File: src/fpcc_pkg.sv
// Package with encodings, field positions and register map of the FP compare unit.
package fpcc_pkg;
    localparam logic [5:0] FPCC_FPU_MAJOR_OPCODE = 6'h11;
    localparam logic [1:0] FPCC_FUNC_COMPARE     = 2'h3;
    localparam int         FPCC_OPC_HI           = 31;
    localparam int         FPCC_OPC_LO           = 26;
    localparam int         FPCC_FMT_HI           = 25;
    localparam int         FPCC_FMT_LO           = 21;
    localparam int         FPCC_FT_HI            = 20;
    localparam int         FPCC_FT_LO            = 16;
    localparam int         FPCC_FS_HI            = 15;
    localparam int         FPCC_FS_LO            = 11;
    localparam int         FPCC_CC_HI            = 10;
    localparam int         FPCC_CC_LO            = 8;
    localparam int         FPCC_FC_HI            = 5;
    localparam int         FPCC_FC_LO            = 4;
    localparam int         FPCC_COND_HI          = 3;
    localparam int         FPCC_COND_LO          = 0;
    localparam logic [4:0] FPCC_FMT_SINGLE       = 5'h10;
    localparam logic [4:0] FPCC_FMT_DOUBLE       = 5'h11;
    localparam logic [4:0] FPCC_FMT_PAIRED       = 5'h16;
    localparam int         FPCC_NUM_CC           = 8;

    // Register byte addresses on the Wishbone slave.
    localparam logic [3:0] FPCC_ADDR_CC          = 4'h0;
    localparam logic [3:0] FPCC_ADDR_CTRL        = 4'h4;
    localparam logic [3:0] FPCC_ADDR_STATUS      = 4'h8;
    localparam logic [3:0] FPCC_ADDR_MASK        = 4'hc;
    // Control bits.
    localparam int         FPCC_CTRL_INV_EN      = 0;
    localparam int         FPCC_CTRL_FR64        = 1;
    // Status and mask bits.
    localparam int         FPCC_ST_INVALID       = 0;
    localparam int         FPCC_ST_EXC_TAKEN     = 1;
    localparam int         FPCC_ST_RESERVED_INS  = 2;
    localparam int         FPCC_ST_COP_UNUSABLE  = 3;
    localparam int         FPCC_ST_BITS          = 4;

    typedef struct packed {
        logic [3:0] cond;
        logic [2:0] cc_sel;
        logic [4:0] fmt;
        logic [4:0] ft_idx;
        logic [4:0] fs_idx;
        logic       is_compare;
    } fpcc_decode_t;

    typedef struct packed {
        logic less;
        logic equal;
        logic unordered;
        logic invalid;
    } fpcc_rel_t;
endpackage

File: src/fpcc_unit.sv
// Floating-point compare and condition code unit with a Wishbone register slave.
//
// Our own choices: the placing of the registers and register access over Wishbone.
`timescale 1ns/10ps

module fpcc_unit
    import fpcc_pkg::*;
(
    input  wire logic        ref_clk,
    input  wire logic        srst,
    input  wire logic        issue_valid,
    input  wire logic [31:0] issue_instr,
    input  wire logic [63:0] first_source_operand,
    input  wire logic [63:0] second_source_operand,
    input  wire logic        fpu_major_opcode_usable,
    input  wire logic [2:0]  branch_cc_sel,
    input  wire logic        wb_cyc_i,
    input  wire logic        wb_stb_i,
    input  wire logic        wb_we_i,
    input  wire logic [3:0]  wb_adr_i,
    input  wire logic [3:0]  wb_sel_i,
    input  wire logic [31:0] wb_dat_i,
    output logic      [31:0] wb_dat_o,
    output logic             wb_ack_o,
    output logic             done,
    output logic             invalid_exc,
    output logic             reserved_ins_exc,
    output logic             cop_unusable_exc,
    output logic [7:0]       cond_codes,
    output logic             branch_on_fp_true,
    output logic             branch_on_fp_false,
    output logic             irq
);

    // Single-precision class and ordering, exact on the raw bits.
    function automatic fpcc_rel_t cmp_single(input logic [31:0] a, input logic [31:0] b,
                                             input logic signaling);
        fpcc_rel_t r;
        logic      a_nan;
        logic      b_nan;
        logic      a_snan;
        logic      b_snan;
        logic      a_zero;
        logic      b_zero;
        a_nan  = (a[30:23] == 8'hff) && (a[22:0] != 23'h0);
        b_nan  = (b[30:23] == 8'hff) && (b[22:0] != 23'h0);
        a_snan = a_nan && !a[22];
        b_snan = b_nan && !b[22];
        a_zero = (a[30:0] == 31'h0);
        b_zero = (b[30:0] == 31'h0);
        r.invalid   = a_snan || b_snan || (signaling && (a_nan || b_nan));
        r.unordered = a_nan || b_nan;
        r.equal     = !r.unordered && ((a == b) || (a_zero && b_zero));
        if (r.unordered || r.equal)
        begin
            r.less = 1'b0;
        end
        else if (a[31] != b[31])
        begin
            r.less = a[31];
        end
        else
        begin
            r.less = a[31] ? (a[30:0] > b[30:0]) : (a[30:0] < b[30:0]);
        end
        return r;
    endfunction

    function automatic fpcc_rel_t cmp_double(input logic [63:0] a, input logic [63:0] b,
                                             input logic signaling);
        fpcc_rel_t r;
        logic      a_nan;
        logic      b_nan;
        logic      a_snan;
        logic      b_snan;
        logic      a_zero;
        logic      b_zero;
        a_nan  = (a[62:52] == 11'h7ff) && (a[51:0] != 52'h0);
        b_nan  = (b[62:52] == 11'h7ff) && (b[51:0] != 52'h0);
        a_snan = a_nan && !a[51];
        b_snan = b_nan && !b[51];
        a_zero = (a[62:0] == 63'h0);
        b_zero = (b[62:0] == 63'h0);
        r.invalid   = a_snan || b_snan || (signaling && (a_nan || b_nan));
        r.unordered = a_nan || b_nan;
        r.equal     = !r.unordered && ((a == b) || (a_zero && b_zero));
        if (r.unordered || r.equal)
        begin
            r.less = 1'b0;
        end
        else if (a[63] != b[63])
        begin
            r.less = a[63];
        end
        else
        begin
            r.less = a[63] ? (a[62:0] > b[62:0]) : (a[62:0] < b[62:0]);
        end
        return r;
    endfunction

    function automatic logic predicate(input logic [3:0] cond, input fpcc_rel_t r);
        return (cond[2] & r.less) | (cond[1] & r.equal) | (cond[0] & r.unordered);
    endfunction

    logic [31:0]             ctrl;
    logic [FPCC_ST_BITS-1:0] status;
    logic [FPCC_ST_BITS-1:0] mask;

    // Instruction decode.
    fpcc_decode_t dec;
    assign dec.is_compare = (issue_instr[FPCC_OPC_HI:FPCC_OPC_LO] == FPCC_FPU_MAJOR_OPCODE)
                          && (issue_instr[FPCC_FC_HI:FPCC_FC_LO] == FPCC_FUNC_COMPARE);
    assign dec.cond   = issue_instr[FPCC_COND_HI:FPCC_COND_LO];
    assign dec.cc_sel = issue_instr[FPCC_CC_HI:FPCC_CC_LO];
    assign dec.fmt    = issue_instr[FPCC_FMT_HI:FPCC_FMT_LO];
    assign dec.ft_idx = issue_instr[FPCC_FT_HI:FPCC_FT_LO];
    assign dec.fs_idx = issue_instr[FPCC_FS_HI:FPCC_FS_LO];

    wire logic is_single = (dec.fmt == FPCC_FMT_SINGLE);
    wire logic is_double = (dec.fmt == FPCC_FMT_DOUBLE);
    wire logic is_paired = (dec.fmt == FPCC_FMT_PAIRED);
    // Paired compares need an even select and 64-bit register mode; otherwise refused.
    wire logic paired_ok = is_paired && !dec.cc_sel[0] && ctrl[FPCC_CTRL_FR64];
    wire logic fmt_ok    = is_single || is_double || paired_ok;

    wire logic go        = issue_valid && dec.is_compare;
    wire logic unusable  = go && !fpu_major_opcode_usable;
    wire logic reserved  = go && fpu_major_opcode_usable && !fmt_ok;
    wire logic exec      = go && fpu_major_opcode_usable && fmt_ok;

    wire fpcc_rel_t rel_lo = is_double
        ? cmp_double(first_source_operand, second_source_operand, dec.cond[3])
        : cmp_single(first_source_operand[31:0], second_source_operand[31:0], dec.cond[3]);
    wire fpcc_rel_t rel_hi = cmp_single(first_source_operand[63:32],
                                        second_source_operand[63:32], dec.cond[3]);

    wire logic res_lo    = predicate(dec.cond, rel_lo);
    wire logic res_hi    = predicate(dec.cond, rel_hi);
    wire logic raised    = exec && (rel_lo.invalid || (is_paired && rel_hi.invalid));
    wire logic trap      = raised && ctrl[FPCC_CTRL_INV_EN];
    wire logic write_cc  = exec && !trap;

    logic [7:0] next_cond_codes;
    always_comb
    begin
        next_cond_codes = cond_codes;
        if (write_cc)
        begin
            next_cond_codes[dec.cc_sel] = res_lo;
            if (is_paired)
            begin
                next_cond_codes[dec.cc_sel + 3'h1] = res_hi;
            end
        end
    end

    // The branch decision looks at the freshly updated bits so a compare can feed
    // a branch issued in the very next cycle.
    wire logic branch_bit = next_cond_codes[branch_cc_sel];

    // Wishbone decode.
    wire logic        wb_req    = wb_cyc_i && wb_stb_i && !wb_ack_o;
    wire logic        wb_wr     = wb_req && wb_we_i && wb_sel_i[0];
    wire logic        wr_ctrl   = wb_wr && (wb_adr_i == FPCC_ADDR_CTRL);
    wire logic        wr_status = wb_wr && (wb_adr_i == FPCC_ADDR_STATUS);
    wire logic        wr_mask   = wb_wr && (wb_adr_i == FPCC_ADDR_MASK);
    wire logic [31:0] rd_data   =
        (wb_adr_i == FPCC_ADDR_CC)     ? {24'h0, cond_codes} :
        (wb_adr_i == FPCC_ADDR_CTRL)   ? ctrl :
        (wb_adr_i == FPCC_ADDR_STATUS) ? {28'h0, status} :
        (wb_adr_i == FPCC_ADDR_MASK)   ? {28'h0, mask} : 32'h0;

    wire logic [FPCC_ST_BITS-1:0] events = {unusable, reserved, trap, raised};
    // A new event wins over a write-one-to-clear in the same cycle.
    wire logic [FPCC_ST_BITS-1:0] next_status =
        (status & ~(wr_status ? wb_dat_i[FPCC_ST_BITS-1:0] : 4'h0)) | events;

    always_ff @(posedge ref_clk)
    begin
        if (srst)
        begin
            ctrl   <= 32'h0;
            status <= 4'h0;
            mask   <= 4'h0;
        end
        else
        begin
            status <= next_status;
            if (wr_ctrl)
            begin
                ctrl <= {30'h0, wb_dat_i[FPCC_CTRL_FR64], wb_dat_i[FPCC_CTRL_INV_EN]};
            end
            if (wr_mask)
            begin
                mask <= wb_dat_i[FPCC_ST_BITS-1:0];
            end
        end
    end

    always_ff @(posedge ref_clk)
    begin
        if (srst)
        begin
            wb_ack_o <= 1'b0;
            wb_dat_o <= 32'h0;
        end
        else
        begin
            wb_ack_o <= wb_req;
            wb_dat_o <= wb_req ? rd_data : 32'h0;
        end
    end

    always_ff @(posedge ref_clk)
    begin
        if (srst)
        begin
            cond_codes         <= 8'h0;
            done               <= 1'b0;
            invalid_exc        <= 1'b0;
            reserved_ins_exc   <= 1'b0;
            cop_unusable_exc   <= 1'b0;
            branch_on_fp_true  <= 1'b0;
            branch_on_fp_false <= 1'b1;
            irq                <= 1'b0;
        end
        else
        begin
            cond_codes         <= next_cond_codes;
            done               <= go;
            invalid_exc        <= trap;
            reserved_ins_exc   <= reserved;
            cop_unusable_exc   <= unusable;
            branch_on_fp_true  <= branch_bit;
            branch_on_fp_false <= !branch_bit;
            irq                <= |(next_status & mask);
        end
    end

endmodule

File: config.mk
export PLATFORM = sky130hd
export DESIGN_NAME = fpcc_unit
export DESIGN_NICKNAME = d
export VERILOG_FILES = /design/src/fpcc_pkg.sv /design/src/fpcc_unit.sv
export SDC_FILE = /design/constraint.sdc
export NUM_CORES = 1
export LEC_CHECK = 0
export BUFFER_PORTS_ARGS = -buffer_cell sky130_fd_sc_hd__clkbuf_2
export CORE_ASPECT_RATIO = 2
export CORE_MARGIN = 2
export CORE_UTILIZATION = 45
export DETAILED_ROUTE_END_ITERATION = 8
export PLACE_DENSITY = 0.89
export SETUP_SLACK_MARGIN = 0.02
export SLEW_MARGIN = 20
export SYNTH_ARGS = -nofsm -noshare
export SYNTH_HDL_FRONTEND = slang
export SYNTH_SLANG_ARGS = --single-unit
File: constraint.sdc
create_clock -name ref_clk -period 7.1 [get_ports ref_clk]
set_input_delay 1.42 -clock ref_clk [delete_from_list [all_inputs] [get_ports ref_clk]]
set_output_delay 1.42 -clock ref_clk [all_outputs]
set_load 0.01 [all_outputs]
Word-level counts from Yosys, hierarchy flattened. Index checks and enable logic that the tools add are counted. W data, S select, Z words.

Reduce and logical (&&, ||, !) cells: 91. Multipliers: 0. Multiplexer cells: 25. Shift operators: 0. Equal/unequal tests: 19. Order comparisons: 11. Div/mod/pow operators: 0. $add $sub $neg: 1. Bitwise logic cells: 15.

Operator list (count): $logic_not A63 Y1 (2); $logic_not A31 Y1 (4); $reduce_bool A52 Y1 (2); $reduce_bool A23 Y1 (4); $eq A32 B32 Y1 (2); $eq A64 B64 Y1 (1); $gt A63 B63 Y1 (1); $lt A63 B63 Y1 (1); $gt A31 B31 Y1 (2); $lt A31 B31 Y1 (2); $logic_and A1 B1 Y1 (42); $eq A8 B8 Y1 const B (4); $mux W8 (3); $eq A11 B11 Y1 const B (2); $mux W4 (5); $logic_or A1 B1 Y1 (18); $bwmux W8 (2); $eq A5 B5 Y1 const B (3); $logic_not A1 Y1 (15); $lt A3 B4 Y1 const B (3); $mux W1 (12); $and A4 B4 Y4 (2); $eq A4 B4 Y1 const B (2); $and A1 B1 Y1 (6); other kinds (16) (22).

Bits in writable memories: 0. Memories: 0. Bits in read-only memories: 0. Output and inout port bits: 48. Latch bits: 0. Register bits after elaboration: 58.

Logic depth before layout (Yosys ltp).
Word-level depth: 18. Gate-level depth with buffers: 13.

Worst setup path after synthesis. No wires, ideal clock.

Path type: in2reg. Start point: input second_source_operand[42]. End point: register branch_on_fp_false. Data arrival time: 4.309 ns. Required time: 6.975 ns. Cell stages on the path: 13. Path buffers: 0. Setup slack: 2.666 ns. Cells stage by stage: inv_1 -> ha_1 -> nand4_1 -> or4_1 -> nor3_2 -> nand2_1 -> a41o_1 -> and3_1 -> o311ai_4 -> mux2i_1 -> a221o_1 -> a2111o_1 -> o41a_1.

Word-level cells in the longest chain between the ends: 18.

RTL lines: from (decl) (line fpcc_unit.sv:14) `input wire logic [63:0] second_source_operand,`; parallel branches: the longest is 14 deep, another holds $lt A63 B63 Y1; $mux W8 * (line fpcc_unit.sv:148) `if (write_cc)`; $bmux W1 S3 * (line fpcc_unit.sv:160) `wire logic branch_bit = next_cond_codes[branch_cc_sel];`; $mux W1 (implied by the code) * (line fpcc_unit.sv:160); $logic_not A1 Y1 * (line fpcc_unit.sv:236) `branch_on_fp_false <= !branch_bit;`; to (signal assigned) (line fpcc_unit.sv:236); to (decl) (line fpcc_unit.sv:31) `output logic branch_on_fp_false,`.

Mark *: on every way between the ends. The select of a mux whose other input is x is not followed. A chain may end at the register's enable or synchronous reset.

Worst setup path after layout.
Start point: input second_source_operand[0]. End point: register branch_on_fp_false.

Word-level cells in the longest chain between the ends: 18.

RTL lines: parallel branches: the longest is 7 deep, another holds $lt A63 B63 Y1; $mux W4 * (line fpcc_unit.sv:133) `? cmp_double(first_source_operand, second_source_operand, dec.cond[3])`; $and A1 B1 Y1 (line fpcc_unit.sv:103) `return (cond[2] & r.less) | (cond[1] & r.equal) | (cond[0] & r.unordered);`; $or A1 B1 Y1 (2 in a row) (line fpcc_unit.sv:103); $bwmux W8 (line fpcc_unit.sv:150) `next_cond_codes[dec.cc_sel] = res_lo;`; $bwmux W8 (line fpcc_unit.sv:153) `next_cond_codes[dec.cc_sel + 3'h1] = res_hi;`; $mux W8 (line fpcc_unit.sv:151) `if (is_paired)`; $mux W8 * (line fpcc_unit.sv:148); $bmux W1 S3 * (line fpcc_unit.sv:160); $mux W1 (implied by the code) * (line fpcc_unit.sv:160); $logic_not A1 Y1 * (line fpcc_unit.sv:236).

Marks and branches as above.

==> flow_summary.toml <==
[clock_network]
cts_setup_buffers = 0
cts-root-buf = "clkbuf_16"
clkSlewWorstSetupHoldPaths_ns = 0.05
insertion_delay_ns = 0.28
cts_buffer_depth = 2
cts_sinks = 34
tritoncts = "done"
hold_buffers = 0
htree_levels = 2
cts_buffers = 5
cts-resized-gates = 0

[timing]
worst_pin_slew_ns = 0.9502
timing.fmax_ghz = 0.1882
whs_ns = 0.4915
slew_headroom_pct = 36.59
slew_viol_final = 0
fin_crit_sh_pct = 74.83
finalSetupViolCount = 0
rsz0062_at_grt = "no"
skew_ns = 0.002796
fin_ws_ns = 1.787
hold_viol = 0
tns_ns = 0
fin_crit_ns = 5.313

[routing]
antenna_left = 0
drc = 0
via_per_inst = 5.901
dr.pass1.iters = 5
vias = 5134
first_iter_violations = 207
wl_per_cell_um = 16.13
drt-total-wl_um = 14030

[worst_setup_path]
r2r_cells = 9
crit_chain = "clkbuf_2 > nor4_1 > nand4_1 > nor4_4 > o22ai_1 > a211oi_2 > o2111ai_1 > a31oi_1 > a21oi_1 > a32o_1 > a2111o_1 > o41a_1"
cp-start-kind = "primary input"
critPathMaxStageDelay_ns = 0.68
worstPathRequired_ns = 7.26
r2r-end = "branch_on_fp_false"
crit_slowest_cell = "a31oi_1"
r2r-start = "ctrl[1]"
arrival_ns = 5.47
crit_type = "in -> reg"
rrSetupSlack_ns = 3.78
cp_max_fo = 12
cp-end-kind = "register"

[synthesis]
syn_area_per_cell_um2 = 7.462
yosys_most_used_dff = "dfxtp_1"
synthCells = 579
synth_cell_types = 66
synthTopCellsByArea = "ha_1 (19%), dfxtp_1 (16%), inv_1 (6.1%)"
synth_most_common_cell = "inv_1"
synth_top_area_share_pct = 18.82
yosys_warnings = 0
synth_edf_count = 0
ys_ff_latch = 34
ys_seq_area_share_pct = 15.75
async_flop_share_pct = 0
netlist_area_um2 = 4320
synth_top_cells_by_count = "inv_1 (70), ha_1 (65), a21oi_1 (41)"
yosysTopAreaCell = "ha_1"

[global_routing]
grtUsageMet1_pct = 24.29
grtUsageMet3_pct = 2.762
grt_usage_pct = 26.61
antenna_found_initial = 0
grt_pass1_wl_um = 22000
gr-total-overflow = 0
use_met2_pct = 53.44
grt_max_degree = 27
busiest_layer = "met2"
grt_pass1_vias = 5016

[hold_path]
hold_end = "wb_dat_o[5]"
min_from = "cond_codes[5]"
holdPathStages = 1
hp-class = "reg -> reg"

[placed_design]
portBuffers = 190
place_ws_ns = 1.608
dpl_cell_area_um2 = 5265
place_congestion = 0.9496
dpl.cell_count = 862
hpwlAfterDp_um = 12130

[floorplanning]
pin_count = 258
dieArea_um2 = 10450
start_util_pct = 46.35
row_count = 50
die-height_um = 142.6
die_w_um = 73.29
coreArea_um2 = 9321

[layout]
n_antenna_cell = 0
fin_cells = 870
area_growth_syn_to_layout_pct = 25.72
layout.nets = 1040
stdcell_area_um2 = 5431
final_util_pct = 58.27
drive_gt1_share_pct = 28.33

[flow_run]
maxCapViolCount = 0

[power_and_ir_drop]
power_leakage_nw = 2.782
power_density_nw_per_um2 = 115.3
total_power_uw = 626.1
peakVddDrop_mv = 0.1135

[run_status]
status = "completed"
==> cell usage in the layout, fill, tap and decap left out, types with 7 or more instances in the layout <==
cell type	n
nand4_1	32
nor3_1	21
o21ai_0	21
inv_1	70
ha_1	65
conb_1	24
and2_1	8
a21oi_1	41
nor2_1	40
o22ai_1	7
nor2b_1	9
nand2_1	38
dfxtp_1	34
mux2i_1	15
nand3_1	14
nor4_1	30
clkbuf_2	190
==> worst max-delay path: cells and delay by family <==
family	cells	cell delay [ns]
AO/OA/AOI/OAI	8	2.66
AND/OR/NAND/NOR	3	1.29
buffers and inverters	1	0.09
==> kinds of logic after synthesis <==
logic type / count (synthesis) / share of synthesized area, %
other: 1 / 0.08680
adder cells (fa/ha/maj): 65 / 18.82
buffers and inverters: 104 / 11.24
AO/OA/AOI/OAI: 122 / 19.11
XOR/XNOR: 3 / 0.6083
multiplexers: 15 / 3.475
flip-flops: 34 / 15.75
AND/OR/NAND/NOR: 235 / 30.90
==> how the worst max path moves through the flow <==
| stage | from | to | slack [ns] | depth (start not counted) |
|---|---|---|---|---|
| 2_1_floorplan | second_source_operand[42] | branch_on_fp_false | 2.67 | 13 |
| 3_3_place_gp | second_source_operand[0] | branch_on_fp_false | 1.68 | 12 |
| 3_5_place_dp | second_source_operand[0] | branch_on_fp_false | 1.61 | 12 |
| 4_1_cts | second_source_operand[0] | branch_on_fp_false | 1.85 | 12 |
| 5_1_grt | second_source_operand[0] | branch_on_fp_false | 1.54 | 12 |
| 6_report | second_source_operand[0] | branch_on_fp_false | 1.79 | 12 |
==> power by group <==
group | switching [mW] | internal [mW]
registers | 0.000409 | 0.192
clock network | 0.0772 | 0.159
logic | 0.112 | 0.0853
total | 0.190 | 0.436
==> area by class of cell <==
type / instances / area (um^2)
clock buffers: 8 / 166.4
well taps: 104 / 130.1
multi-input cells: 464 / 3241
fillers: 862 / 3890
flip-flops and latches: 34 / 680.7
inverters: 70 / 262.8
repair buffers: 190 / 950.9
==> routing by layer <==
layer / wire length [um] / part of all wire [%]
met1: 4766 / 34
met2: 7782 / 55
met3: 802 / 5.7
met4: 677 / 4.8
met5: 0 / 0
==> state kept, by name (all words and copies together) (netlist names) <==
register            flops
branch_on_fp_false      1
branch_on_fp_true       1
cond_codes              8
cop_unusable_exc        1
ctrl                    2
done                    1
invalid_exc             1
irq                     1
mask                    4
reserved_ins_exc        1
status                  4
wb_ack_o                1
wb_dat_o                8
(Power assumes the default switching activity.)
